$ cat config.mk
export PLATFORM = sky130hd
export DESIGN_NAME = fsp_top
export DESIGN_NICKNAME = d
export VERILOG_FILES = /design/src/verilog/fsp_pkg.sv /design/src/verilog/fsp_top.sv /design/src/verilog/fsp_tx_shift.sv
export SDC_FILE = /design/constraint.sdc
export NUM_CORES = 1
export LEC_CHECK = 0
export BUFFER_PORTS_ARGS = -buffer_cell sky130_fd_sc_hd__buf_2
export CORE_ASPECT_RATIO = 1.75
export CORE_MARGIN = 2
export CORE_UTILIZATION = 59
export CTS_CLUSTER_DIAMETER = 40
export CTS_CLUSTER_SIZE = 8
export DETAILED_ROUTE_END_ITERATION = 6
export GPL_TIMING_DRIVEN = 0
export PLACE_DENSITY = 0.79
export SLEW_MARGIN = 20
export SYNTH_ARGS = -nofsm -noshare
export SYNTH_HDL_FRONTEND = slang
export SYNTH_SLANG_ARGS = --single-unit
$ cat constraint.sdc
create_clock -name hclk -period 3.3 [get_ports hclk]
set_input_delay 0.33 -clock hclk [delete_from_list [all_inputs] [get_ports hclk]]
set_output_delay 0.33 -clock hclk [all_outputs]
set_load 0.005 [all_outputs]
$ cat src/verilog/fsp_pkg.sv
// ==========================================================
// fast serial port constants and types
package fsp_pkg;

    // ======================================================
    // register indices; byte address is four times the index
    localparam logic [15:0] FSP_IDX_CTRL = 16'hc070;
    localparam logic [15:0] FSP_IDX_DIV = 16'hc072;
    localparam logic [15:0] FSP_IDX_GAP = 16'hc074;
    localparam logic [15:0] FSP_IDX_DATA = 16'hc076;
    localparam logic [15:0] FSP_IDX_RXBASE = 16'hc078;
    localparam logic [15:0] FSP_IDX_RXLEN = 16'hc07a;
    localparam logic [15:0] FSP_IDX_TXBASE = 16'hc07c;
    localparam logic [15:0] FSP_IDX_TXLEN = 16'hc07e;

    // ======================================================
    // values after reset and after block completion
    localparam logic [12:0] FSP_DIV_RST = 13'h0017;
    localparam logic [7:0] FSP_GAP_RST = 8'h09;
    localparam logic [15:0] FSP_CTRL_RST = 16'h0000;
    localparam logic [9:0] FSP_CNT_RST = 10'h000;
    localparam logic [9:0] FSP_CNT_DONE = 10'h3ff;

    // ======================================================
    // control and status bit positions
    localparam int FSP_CB_EN = 15;
    localparam int FSP_CB_RXIE = 9;
    localparam int FSP_CB_TXDONE = 7;
    localparam int FSP_CB_RXDONE = 6;
    localparam int FSP_CB_ONESTOP = 5;
    localparam int FSP_CB_TXRDY = 4;
    localparam int FSP_CB_PKT = 3;
    localparam int FSP_CB_OVF = 2;
    localparam int FSP_CB_PKTRDY = 1;
    localparam int FSP_CB_RXRDY = 0;
    // plain read/write control bits that are simply stored
    localparam logic [15:0] FSP_CTRL_RW_MASK = 16'hef28;

    // ======================================================
    // framing
    localparam int FSP_DIV_W = 13;
    localparam int FSP_CNT_W = 10;
    localparam int FSP_RXF_DEPTH = 8;
    localparam logic [7:0] FSP_GAP_BIAS = 8'h07;
    localparam logic [7:0] FSP_STOP_ONE = 8'h01;
    localparam logic [7:0] FSP_STOP_TWO = 8'h02;
    localparam logic [3:0] FSP_LAST_BIT = 4'h7;

    typedef enum logic [1:0] {
        FSP_IDLE = 2'b00,
        FSP_START = 2'b01,
        FSP_DATA = 2'b10,
        FSP_STOP = 2'b11
    } fsp_line_e;

    // byte-wide request toward on-chip memory
    typedef struct packed {
        logic req;
        logic we;
        logic [15:0] addr;
        logic [7:0] wdata;
    } fsp_mem_cmd_s;

endpackage

$ cat src/verilog/fsp_top.sv
// Implementation choice: register access over AHB-Lite.
`timescale 1ns/1ns
// Operation
// - bit 4 reads one when holding free
// - bit 3 selects packet or not-empty event
// - overflow flag set, cleared by writing one
// - bit 1 reads one when fifo full
// - bit 0 reads one when fifo nonempty
// - divisor resets to 0x0017
// - bit time is divisor plus one clocks
// - gap only applies in block transmit
// - gap field resets to 0x0009
// - idle between bytes is gap minus seven
// - data read returns next received byte
// - data write sends one byte
// - receive base sets block receive address
// - transmit base sets block fetch address
// - loading receive counter starts block receive
// - receive counter decrements per byte, readable
// - counter reads 0x03FF after completion
// - transmit counter starts, decrements, ends 0x03FF
// - enable bit 15 gates port operation
// - transmit done flag, cleared by writing one
// - stop bits from bit 5, receive tolerant
module fsp_top #(
    parameter int DIV_W = fsp_pkg::FSP_DIV_W,
    parameter int CNT_W = fsp_pkg::FSP_CNT_W,
    parameter int RXF_DEPTH = fsp_pkg::FSP_RXF_DEPTH
) (
    // clock and reset
    input wire logic hclk,
    input wire logic hresetn,
    // ahb-lite slave
    input wire logic hsel,
    input wire logic [31:0] haddr,
    input wire logic [1:0] htrans,
    input wire logic hwrite,
    input wire logic [2:0] hsize,
    input wire logic [31:0] hwdata,
    input wire logic hready,
    output logic [31:0] hrdata,
    output logic hreadyout,
    output logic hresp,
    // serial line
    input wire logic serial_rx,
    output logic serial_tx,
    // on-chip memory for block transfers
    output fsp_pkg::fsp_mem_cmd_s mem_cmd,
    input wire logic mem_gnt,
    input wire logic [7:0] mem_rdata,
    // receive event level
    output logic receive_event_line
);
    import fsp_pkg::*;

    localparam int PW = $clog2(RXF_DEPTH);
    localparam logic [PW:0] RXF_FULL = (PW+1)'(RXF_DEPTH);

    // ======================================================
    // declarations
    logic ph_act_q, ph_wr_q, rd_done_q;
    logic [15:0] ph_idx_q;
    logic wr_stb, rd_stb;
    logic [31:0] rd_val;
    logic [15:0] ctrl_q, ctrl_rd, wdat;
    logic [DIV_W-1:0] div_q;
    logic [7:0] gap_q, stop_bits;
    logic [15:0] rx_base_q, tx_base_q, rx_ptr_q, tx_ptr_q;
    logic [CNT_W-1:0] rx_cnt_q, tx_cnt_q;
    logic rx_act_q, tx_act_q;
    logic txdone_q, rxdone_q, ovf_q;
    logic port_on;
    logic [7:0] rxf_mem [RXF_DEPTH];
    logic [PW-1:0] rxf_rd_q, rxf_wr_q;
    logic [PW:0] rxf_cnt_q;
    logic rxf_full, rxf_empty, rxf_push, rxf_pop, cpu_pop;
    logic hold_full_q, hold_blk_q;
    logic [7:0] hold_data_q;
    logic tx_busy, launch;
    logic rd_pend_q, mem_wr_done, mem_rd_done;
    fsp_line_e rx_state_q;
    logic [DIV_W-1:0] rx_timer_q;
    logic [3:0] rx_bit_q;
    logic [7:0] rx_shift_q, rx_byte_q;
    logic rx_got_q;

    // ======================================================
    // ahb-lite slave: writes take no wait, reads take one
    // a read waits one cycle so hrdata comes from a flop and a
    // write just before it is already visible
    always_ff @(posedge hclk or negedge hresetn)
    begin
        if (!hresetn)
        begin
            ph_act_q <= 1'b0;
            ph_wr_q <= 1'b0;
            ph_idx_q <= 16'h0000;
        end
        else if (hready)
        begin
            ph_act_q <= hsel && htrans[1];
            ph_wr_q <= hwrite;
            ph_idx_q <= haddr[17:2];
        end
    end

    assign wr_stb = ph_act_q && ph_wr_q;
    assign rd_stb = ph_act_q && !ph_wr_q && !rd_done_q;
    assign hreadyout = !rd_stb;
    assign hresp = 1'b0;
    assign wdat = hwdata[15:0];

    // read data flop, captured in the wait cycle
    always_ff @(posedge hclk or negedge hresetn)
    begin
        if (!hresetn)
        begin
            rd_done_q <= 1'b0;
            hrdata <= 32'h0000_0000;
        end
        else
        begin
            rd_done_q <= rd_stb;
            if (rd_stb)
                hrdata <= rd_val;
        end
    end

    // control/status image; flow-control status reads zero
    always_comb
    begin
        ctrl_rd = ctrl_q & FSP_CTRL_RW_MASK;
        ctrl_rd[FSP_CB_TXDONE] = txdone_q;
        ctrl_rd[FSP_CB_RXDONE] = rxdone_q;
        ctrl_rd[FSP_CB_TXRDY] = !hold_full_q;
        ctrl_rd[FSP_CB_OVF] = ovf_q;
        ctrl_rd[FSP_CB_PKTRDY] = rxf_full;
        ctrl_rd[FSP_CB_RXRDY] = !rxf_empty;
    end

    // read mux; unmapped words read zero
    always_comb
    begin
        rd_val = 32'h0000_0000;
        unique case (ph_idx_q)
            FSP_IDX_CTRL: rd_val[15:0] = ctrl_rd;
            FSP_IDX_DIV: rd_val[DIV_W-1:0] = div_q;
            FSP_IDX_GAP: rd_val[7:0] = gap_q;
            FSP_IDX_DATA: rd_val[7:0] = rxf_mem[rxf_rd_q];
            FSP_IDX_RXBASE: rd_val[15:0] = rx_base_q;
            FSP_IDX_RXLEN: rd_val[CNT_W-1:0] = rx_cnt_q;
            FSP_IDX_TXBASE: rd_val[15:0] = tx_base_q;
            FSP_IDX_TXLEN: rd_val[CNT_W-1:0] = tx_cnt_q;
            default: rd_val = 32'h0000_0000;
        endcase
    end

    // ======================================================
    // plain configuration registers
    always_ff @(posedge hclk or negedge hresetn)
    begin
        if (!hresetn)
        begin
            ctrl_q <= FSP_CTRL_RST;
            div_q <= FSP_DIV_RST;
            gap_q <= FSP_GAP_RST;
            rx_base_q <= 16'h0000;
            tx_base_q <= 16'h0000;
        end
        else if (wr_stb)
        begin
            unique case (ph_idx_q)
                FSP_IDX_CTRL: ctrl_q <= wdat & FSP_CTRL_RW_MASK;
                FSP_IDX_DIV: div_q <= wdat[DIV_W-1:0];
                FSP_IDX_GAP: gap_q <= wdat[7:0];
                FSP_IDX_RXBASE: rx_base_q <= wdat;
                FSP_IDX_TXBASE: tx_base_q <= wdat;
                default: ctrl_q <= ctrl_q;
            endcase
        end
    end

    assign port_on = ctrl_q[FSP_CB_EN];

    // receive event: packet-ready or not-empty, gated by its enable
    assign receive_event_line = ctrl_q[FSP_CB_RXIE] &&
        (ctrl_q[FSP_CB_PKT] ? rxf_full : !rxf_empty);

    // ======================================================
    // sticky flags; a hardware set beats a same-cycle clear
    always_ff @(posedge hclk or negedge hresetn)
    begin
        if (!hresetn)
        begin
            txdone_q <= 1'b0;
            rxdone_q <= 1'b0;
            ovf_q <= 1'b0;
        end
        else
        begin
            if (mem_rd_done && tx_cnt_q == '0)
                txdone_q <= 1'b1;
            else if (wr_stb && ph_idx_q == FSP_IDX_CTRL && wdat[FSP_CB_TXDONE])
                txdone_q <= 1'b0;
            if (mem_wr_done && rx_cnt_q == '0)
                rxdone_q <= 1'b1;
            else if (wr_stb && ph_idx_q == FSP_IDX_CTRL && wdat[FSP_CB_RXDONE])
                rxdone_q <= 1'b0;
            if (rxf_push && rxf_full)
                ovf_q <= 1'b1;
            else if (wr_stb && ph_idx_q == FSP_IDX_CTRL && wdat[FSP_CB_OVF])
                ovf_q <= 1'b0;
        end
    end

    // ======================================================
    // receive sampler; stop checked once, extra stop bits are idle
    always_ff @(posedge hclk or negedge hresetn)
    begin
        if (!hresetn)
        begin
            rx_state_q <= FSP_IDLE;
            rx_timer_q <= '0;
            rx_bit_q <= 4'h0;
            rx_shift_q <= 8'h00;
            rx_byte_q <= 8'h00;
            rx_got_q <= 1'b0;
        end
        else
        begin
            rx_got_q <= 1'b0;
            if (!port_on)
                rx_state_q <= FSP_IDLE;
            else if (rx_state_q == FSP_IDLE)
            begin
                if (!serial_rx)
                begin
                    rx_timer_q <= div_q >> 1; // aim at mid-bit
                    rx_state_q <= FSP_START;
                end
            end
            else if (rx_timer_q != '0)
                rx_timer_q <= rx_timer_q - 1'b1;
            else
            begin
                rx_timer_q <= div_q;
                unique case (rx_state_q)
                    FSP_START:
                    begin
                        // a glitch shorter than half a bit is dropped
                        rx_bit_q <= FSP_LAST_BIT;
                        rx_state_q <= serial_rx ? FSP_IDLE : FSP_DATA;
                    end
                    FSP_DATA:
                    begin
                        rx_shift_q <= {serial_rx, rx_shift_q[7:1]};
                        rx_bit_q <= rx_bit_q - 1'b1;
                        if (rx_bit_q == 4'h0)
                            rx_state_q <= FSP_STOP;
                    end
                    FSP_STOP:
                    begin
                        // framing errors are discarded silently
                        rx_byte_q <= rx_shift_q;
                        rx_got_q <= serial_rx;
                        rx_state_q <= FSP_IDLE;
                    end
                    FSP_IDLE:
                        rx_state_q <= FSP_IDLE;
                endcase
            end
        end
    end

    // ======================================================
    // eight-byte receive fifo, shared by byte and block receive
    assign rxf_full = (rxf_cnt_q == RXF_FULL);
    assign rxf_empty = (rxf_cnt_q == '0);
    assign rxf_push = rx_got_q;
    assign cpu_pop = rd_stb && ph_idx_q == FSP_IDX_DATA && !rxf_empty && !rx_act_q;
    assign rxf_pop = cpu_pop || mem_wr_done;

    always_ff @(posedge hclk)
    begin
        if (rxf_push && !rxf_full)
            rxf_mem[rxf_wr_q] <= rx_byte_q;
    end

    always_ff @(posedge hclk or negedge hresetn)
    begin
        if (!hresetn)
        begin
            rxf_rd_q <= '0;
            rxf_wr_q <= '0;
            rxf_cnt_q <= '0;
        end
        else
        begin
            if (rxf_push && !rxf_full)
                rxf_wr_q <= rxf_wr_q + 1'b1;
            if (rxf_pop)
                rxf_rd_q <= rxf_rd_q + 1'b1;
            rxf_cnt_q <= rxf_cnt_q + (PW+1)'(rxf_push && !rxf_full) - (PW+1)'(rxf_pop);
        end
    end

    // ======================================================
    // block engines: counters, pointers and memory requests
    // receive drain has priority; its fifo can overflow, fetch can wait
    assign mem_wr_done = mem_cmd.req && mem_gnt && mem_cmd.we;
    assign mem_rd_done = rd_pend_q;

    always_ff @(posedge hclk or negedge hresetn)
    begin
        if (!hresetn)
        begin
            mem_cmd <= '0;
            rd_pend_q <= 1'b0;
            rx_act_q <= 1'b0;
            tx_act_q <= 1'b0;
            rx_cnt_q <= FSP_CNT_RST;
            tx_cnt_q <= FSP_CNT_RST;
            rx_ptr_q <= 16'h0000;
            tx_ptr_q <= 16'h0000;
        end
        else
        begin
            rd_pend_q <= mem_cmd.req && mem_gnt && !mem_cmd.we;
            if (mem_cmd.req && mem_gnt)
                mem_cmd.req <= 1'b0;
            else if (!mem_cmd.req && !rd_pend_q && port_on)
            begin
                if (rx_act_q && !rxf_empty && !mem_wr_done)
                begin
                    mem_cmd.req <= 1'b1;
                    mem_cmd.we <= 1'b1;
                    mem_cmd.addr <= rx_ptr_q;
                    mem_cmd.wdata <= rxf_mem[rxf_rd_q];
                end
                else if (tx_act_q && !hold_full_q)
                begin
                    mem_cmd.req <= 1'b1;
                    mem_cmd.we <= 1'b0;
                    mem_cmd.addr <= tx_ptr_q;
                end
            end
            // receive side advance and completion
            if (wr_stb && ph_idx_q == FSP_IDX_RXLEN)
            begin
                rx_cnt_q <= wdat[CNT_W-1:0];
                rx_ptr_q <= rx_base_q;
                rx_act_q <= 1'b1;
            end
            else if (mem_wr_done)
            begin
                rx_cnt_q <= rx_cnt_q - 1'b1;
                rx_ptr_q <= rx_ptr_q + 1'b1;
                if (rx_cnt_q == '0)
                    rx_act_q <= 1'b0;
            end
            // transmit side advance and completion
            if (wr_stb && ph_idx_q == FSP_IDX_TXLEN)
            begin
                tx_cnt_q <= wdat[CNT_W-1:0];
                tx_ptr_q <= tx_base_q;
                tx_act_q <= 1'b1;
            end
            else if (mem_rd_done)
            begin
                tx_cnt_q <= tx_cnt_q - 1'b1;
                tx_ptr_q <= tx_ptr_q + 1'b1;
                if (tx_cnt_q == '0)
                    tx_act_q <= 1'b0;
            end
        end
    end

    // ======================================================
    // one-byte transmit holding stage in front of the shifter
    assign launch = hold_full_q && !tx_busy && port_on;

    always_ff @(posedge hclk or negedge hresetn)
    begin
        if (!hresetn)
        begin
            hold_full_q <= 1'b0;
            hold_blk_q <= 1'b0;
            hold_data_q <= 8'h00;
        end
        else if (mem_rd_done)
        begin
            hold_full_q <= 1'b1;
            hold_blk_q <= 1'b1;
            hold_data_q <= mem_rdata;
        end
        else if (wr_stb && ph_idx_q == FSP_IDX_DATA && !hold_full_q)
        begin
            hold_full_q <= 1'b1;
            hold_blk_q <= 1'b0;
            hold_data_q <= wdat[7:0];
        end
        else if (launch)
            hold_full_q <= 1'b0;
    end

    // stop time: gap minus seven in block mode (at least one), else bit 5
    always_comb
    begin
        if (hold_blk_q)
            stop_bits = (gap_q > FSP_GAP_BIAS) ? gap_q - FSP_GAP_BIAS : FSP_STOP_ONE;
        else
            stop_bits = ctrl_q[FSP_CB_ONESTOP] ? FSP_STOP_ONE : FSP_STOP_TWO;
    end

    fsp_tx_shift #(
        .DIV_W(DIV_W)
    ) u_tx (
        .hclk(hclk),
        .hresetn(hresetn),
        .port_on(port_on),
        .divisor(div_q),
        .stop_bits(stop_bits),
        .launch(launch),
        .launch_data(hold_data_q),
        .busy(tx_busy),
        .line_out(serial_tx)
    );

endmodule

$ cat src/verilog/fsp_tx_shift.sv
`timescale 1ns/1ns
module fsp_tx_shift #(
    parameter int DIV_W = 13
) (
    // clock and reset
    input wire logic hclk,
    input wire logic hresetn,
    // control
    input wire logic port_on,
    input wire logic [DIV_W-1:0] divisor,
    input wire logic [7:0] stop_bits,
    // byte launch
    input wire logic launch,
    input wire logic [7:0] launch_data,
    output logic busy,
    // line
    output logic line_out
);
    import fsp_pkg::*;

    fsp_line_e state_q;
    logic [DIV_W-1:0] timer_q;
    logic [3:0] bit_q;
    logic [7:0] shift_q;
    logic [7:0] stops_q;

    // launch is only taken while idle, so busy doubles as not-ready
    assign busy = (state_q != FSP_IDLE);

    // ======================================================
    // frame sequencer: start, eight data lsb first, stop/idle time
    always_ff @(posedge hclk or negedge hresetn)
    begin
        if (!hresetn)
        begin
            state_q <= FSP_IDLE;
            timer_q <= '0;
            bit_q <= 4'h0;
            shift_q <= 8'h00;
            stops_q <= 8'h00;
            line_out <= 1'b1;
        end
        else if (state_q == FSP_IDLE)
        begin
            line_out <= 1'b1;
            if (launch && port_on)
            begin
                shift_q <= launch_data;
                stops_q <= stop_bits;
                timer_q <= divisor;
                line_out <= 1'b0;
                state_q <= FSP_START;
            end
        end
        else if (!port_on)
        begin
            // dropping the enable aborts the frame and idles the line
            state_q <= FSP_IDLE;
            line_out <= 1'b1;
        end
        else if (timer_q != '0)
        begin
            timer_q <= timer_q - 1'b1;
        end
        else
        begin
            timer_q <= divisor;
            unique case (state_q)
                FSP_START:
                begin
                    line_out <= shift_q[0];
                    shift_q <= {1'b0, shift_q[7:1]};
                    bit_q <= FSP_LAST_BIT;
                    state_q <= FSP_DATA;
                end
                FSP_DATA:
                begin
                    if (bit_q == 4'h0)
                    begin
                        line_out <= 1'b1;
                        state_q <= FSP_STOP;
                    end
                    else
                    begin
                        line_out <= shift_q[0];
                        shift_q <= {1'b0, shift_q[7:1]};
                        bit_q <= bit_q - 1'b1;
                    end
                end
                FSP_STOP:
                begin
                    // stops_q counts whole bit times of high line
                    if (stops_q <= FSP_STOP_ONE)
                        state_q <= FSP_IDLE;
                    else
                        stops_q <= stops_q - 1'b1;
                end
                FSP_IDLE:
                begin
                    state_q <= FSP_IDLE;
                end
            endcase
        end
    end

endmodule
==> impl_metrics.json <==
{
  "io_pins": 146,
  "die_area_sq_um": 29200,
  "p_per_area_nw_per_um2": 694,
  "setup_viol": 0,
  "portBuffers": 90,
  "htree_levels": 2,
  "fin_crit_ns": 3.19,
  "cts.reportedPaths.clkPinSlew_ns": 0.05,
  "cts_tree": "yes",
  "area_growth_pct": 16.1,
  "num_vias": 12500,
  "drive_gt1_share_pct": 21.0,
  "ys_types": 74,
  "clock-sinks": 337,
  "status": "finished clean",
  "die_x_um": 130,
  "ys_seq_area_share_pct": 53.4,
  "synth_cells": 1462,
  "post_cts.repair.setup_buffers": 0,
  "fin_skew_ns": 0.0196,
  "end_kind": "flop",
  "gp_congestion": 1.01,
  "n_antenna_cell": 0,
  "path_class": "flop to flop",
  "drtPass1Iterations": 5,
  "final_util_pct": 69.7,
  "critical_path_arrival_ns": 3.60,
  "seq_area_sq_um": 8760,
  "slew_viol_final": 0,
  "drcViolationCount": 0,
  "antenna_found_initial": 0,
  "rsz0062_at_grt": "false",
  "max-slew-margin-rel_pct": 30.7,
  "grt.total_usage_pct": 32.7,
  "numCtsBuffers": 48,
  "clock_path_buffers": 3,
  "wl_mm": 46.4,
  "rows": 80,
  "cp_max_fo": 10,
  "clock_latency_ns": 0.57,
  "async_flop_share_pct": 81.0,
  "grt_max_degree": 102,
  "nets": 1746,
  "cp.required_ns": 3.71,
  "syn-mean-instance-area_sq_um": 11.2,
  "post-route-cell-area_sq_um": 19000,
  "ys_seq_elements": 337,
  "hold_viol": 0,
  "place_area_sq_um": 17500,
  "initial_core_util_pct": 60.0,
  "worst_slew_pin_slew_ns": 1.04,
  "routedWlPerCell_um": 22.9,
  "dp_hpwl_mm": 32.4,
  "ys_warn_count": 0,
  "drt_iter0_drc": 1179,
  "p_leak_nw": 8.07,
  "nFillCells": 2025,
  "hp-class": "primary input to flop",
  "clock.fmax_mhz": 314,
  "core_area_sq_um": 27300,
  "grt_pass1_vias": 13000,
  "finalCritPeriodShare_pct": 96.5,
  "ant_nets": 0,
  "vdd_ir_drop_max_v": 0.000490,
  "grt_first_pass_wirelength_mm": 72.5,
  "overflow": 0,
  "cts.root.buffer_cell": "clkbuf_16",
  "synth_top_flop_cell": "dfrtp_1",
  "synth_edf_count": 64,
  "multi_input_area_sq_um": 7150,
  "synth_area_sq_um": 16400,
  "drv_cap": 0,
  "vias_per_cell": 6.18,
  "cp-start-kind": "flop",
  "die_height_um": 225
}
==> repair_timing <==
action,in CTS,in global routing
hold endpoints to repair,92,0
endpoints found under the setup margin,4,9
hold buffers,15,0
resized for setup,1,3
==> kinds of logic after synthesis <==
| family | Yosys count | share of synthesized area, % |
|---|---|---|
| and+or+nand+nor | 426 | 13.0 |
| DFF | 337 | 53.4 |
| AOI/OAI and AO/OA | 283 | 10.7 |
| muxes | 185 | 13.7 |
| buffers and inverters | 137 | 3.59 |
| xor gates and xnor gates | 66 | 3.53 |
| adders and majority gates | 27 | 2.11 |
| other | 1 | 0.0229 |
==> path summary, 6_finish.rpt <==
kind | slack (ns) | endpoint | depth (start not counted) | start
worst max-delay path | 0.11 | u_tx.timer_q[2] | 7 | ctrl_q[15]
worst min-delay path | 0.01 | ctrl_q[15] | 3 | hwdata[15]
worst max register to register | 0.11 | u_tx.timer_q[2] | 7 | ctrl_q[15]
worst min register to register | 0.48 | mem_cmd[5] | 2 | mem_cmd[5]
max in group asynchronous | 1.96 | tx_ptr_q[15] | 3 | hresetn
min in group asynchronous | 0.33 | rx_timer_q[6] | 2 | hresetn
==> routing by layer <==
| layer | wire length (um) | vias up | GRT usage (%) |
|---|---|---|---|
| met5 | 0 | - | 0 |
| met4 | 3250 | 0 | 20.5 |
| met3 | 2550 | 182 | 5.00 |
| met2 | 23800 | 499 | 56.0 |
| met1 | 16800 | 6232 | 38.0 |
| li1 | - | 5628 | - |
==> through the flow <==
step	setup slack (ns)	std cells	total power [mW]	hold slack [ns]	setup TNS, ns
2_1_floorplan	0.622	1478	7.49	0.0344	0
3_3_place_gp	-3.03	1937	8.42	0.459	-805.38
5_1_grt	0.00148	2030	13.8	0.0130	0
6_report	0.115	2030	13.2	0.00960	0
4_1_cts	0.0807	2030	13.2	0.00388	0
3_5_place_dp	-0.163	1940	8.55	0.386	-0.380
==> cells in the final DEF, fill, tap and decap left out, drive strengths merged, types with 17 or more instances in the layout <==
cell type	n
dfrtp	266
nor2	149
mux2	131
clkbuf	128
buf	127
a21oi	126
nand2	86
edfxtp	64
o21ai	57
inv	45
nor3	42
mux2i	36
xor2	33
xnor2	33
nand3	30
ha	26
nand4	19
mux4	18
conb	17
==> registers in the layout, summed over array words and instances, names as in the netlist, 8 cells and up <==
signal        flops
ctrl_q            9
div_q            13
gap_q             8
hold_data_q       8
hrdata           16
mem_cmd          26
ph_idx_q         16
rx_base_q        16
rx_byte_q         8
rx_cnt_q         10
rx_ptr_q         16
rx_shift_q        8
rx_timer_q       13
rxf_mem          64
tx_base_q        16
tx_cnt_q         10
tx_ptr_q         16
u_tx.shift_q      8
u_tx.stops_q      8
u_tx.timer_q     13
==> power by group <==
part           leakage (nW)  internal [mW]  switching [mW]
Combinational          3.48           1.38            1.80
Sequential             3.92           4.82           0.593
Clock                 0.670           2.78            1.83
Total                  8.07           8.98            4.23
==> worst max-delay path: stages (launching register included) <==
cell and delay [ns]:
dfrtp_1 0.70, inv_1 0.42, buf_1 0.54, a21oi_1 0.49
clkbuf_1 0.44, o21ai_0 0.23, nand2_1 0.11, o21ai_0 0.08
==> area by class of cell <==
type	count	area share [%]
Clock buffer	72	6.83
Inverter	46	0.907
Buffer	90	2.16
Multi-Input combinational cell	1004	37.6
Sequential cell	337	46.0
Tap cell	369	2.42
Clock inverter	4	0.559
Timing Repair Buffer	108	3.54
==> Yosys cell counts (9+ instances only) <==
cell type    n  area, sq um
mux2_2     131         1480
a22o_1       9         78.8
buf_1        9         33.8
nand2_1     84          315
nand3_1     30          150
xnor2_1     33          289
dfrtp_1    266         6660
o21ai_0     57          285
a221oi_1    16          140
mux4_2      18          405
nor3_1      40          200
clkbuf_1    57          214
nand4_1     19          119
buf_4       17          128
edfxtp_1    64         1920
ha_1        26          325
a21oi_1    126          631
inv_1       45          169
or4_1       10         75.1
nand2b_1    11         68.8
nor4_1      13         81.3
or3_1        9         56.3
mux2i_1     36          360
and3_1      12         75.1
xor2_1      33          289
nor2_1     149          559
(Power assumes the default switching activity.)
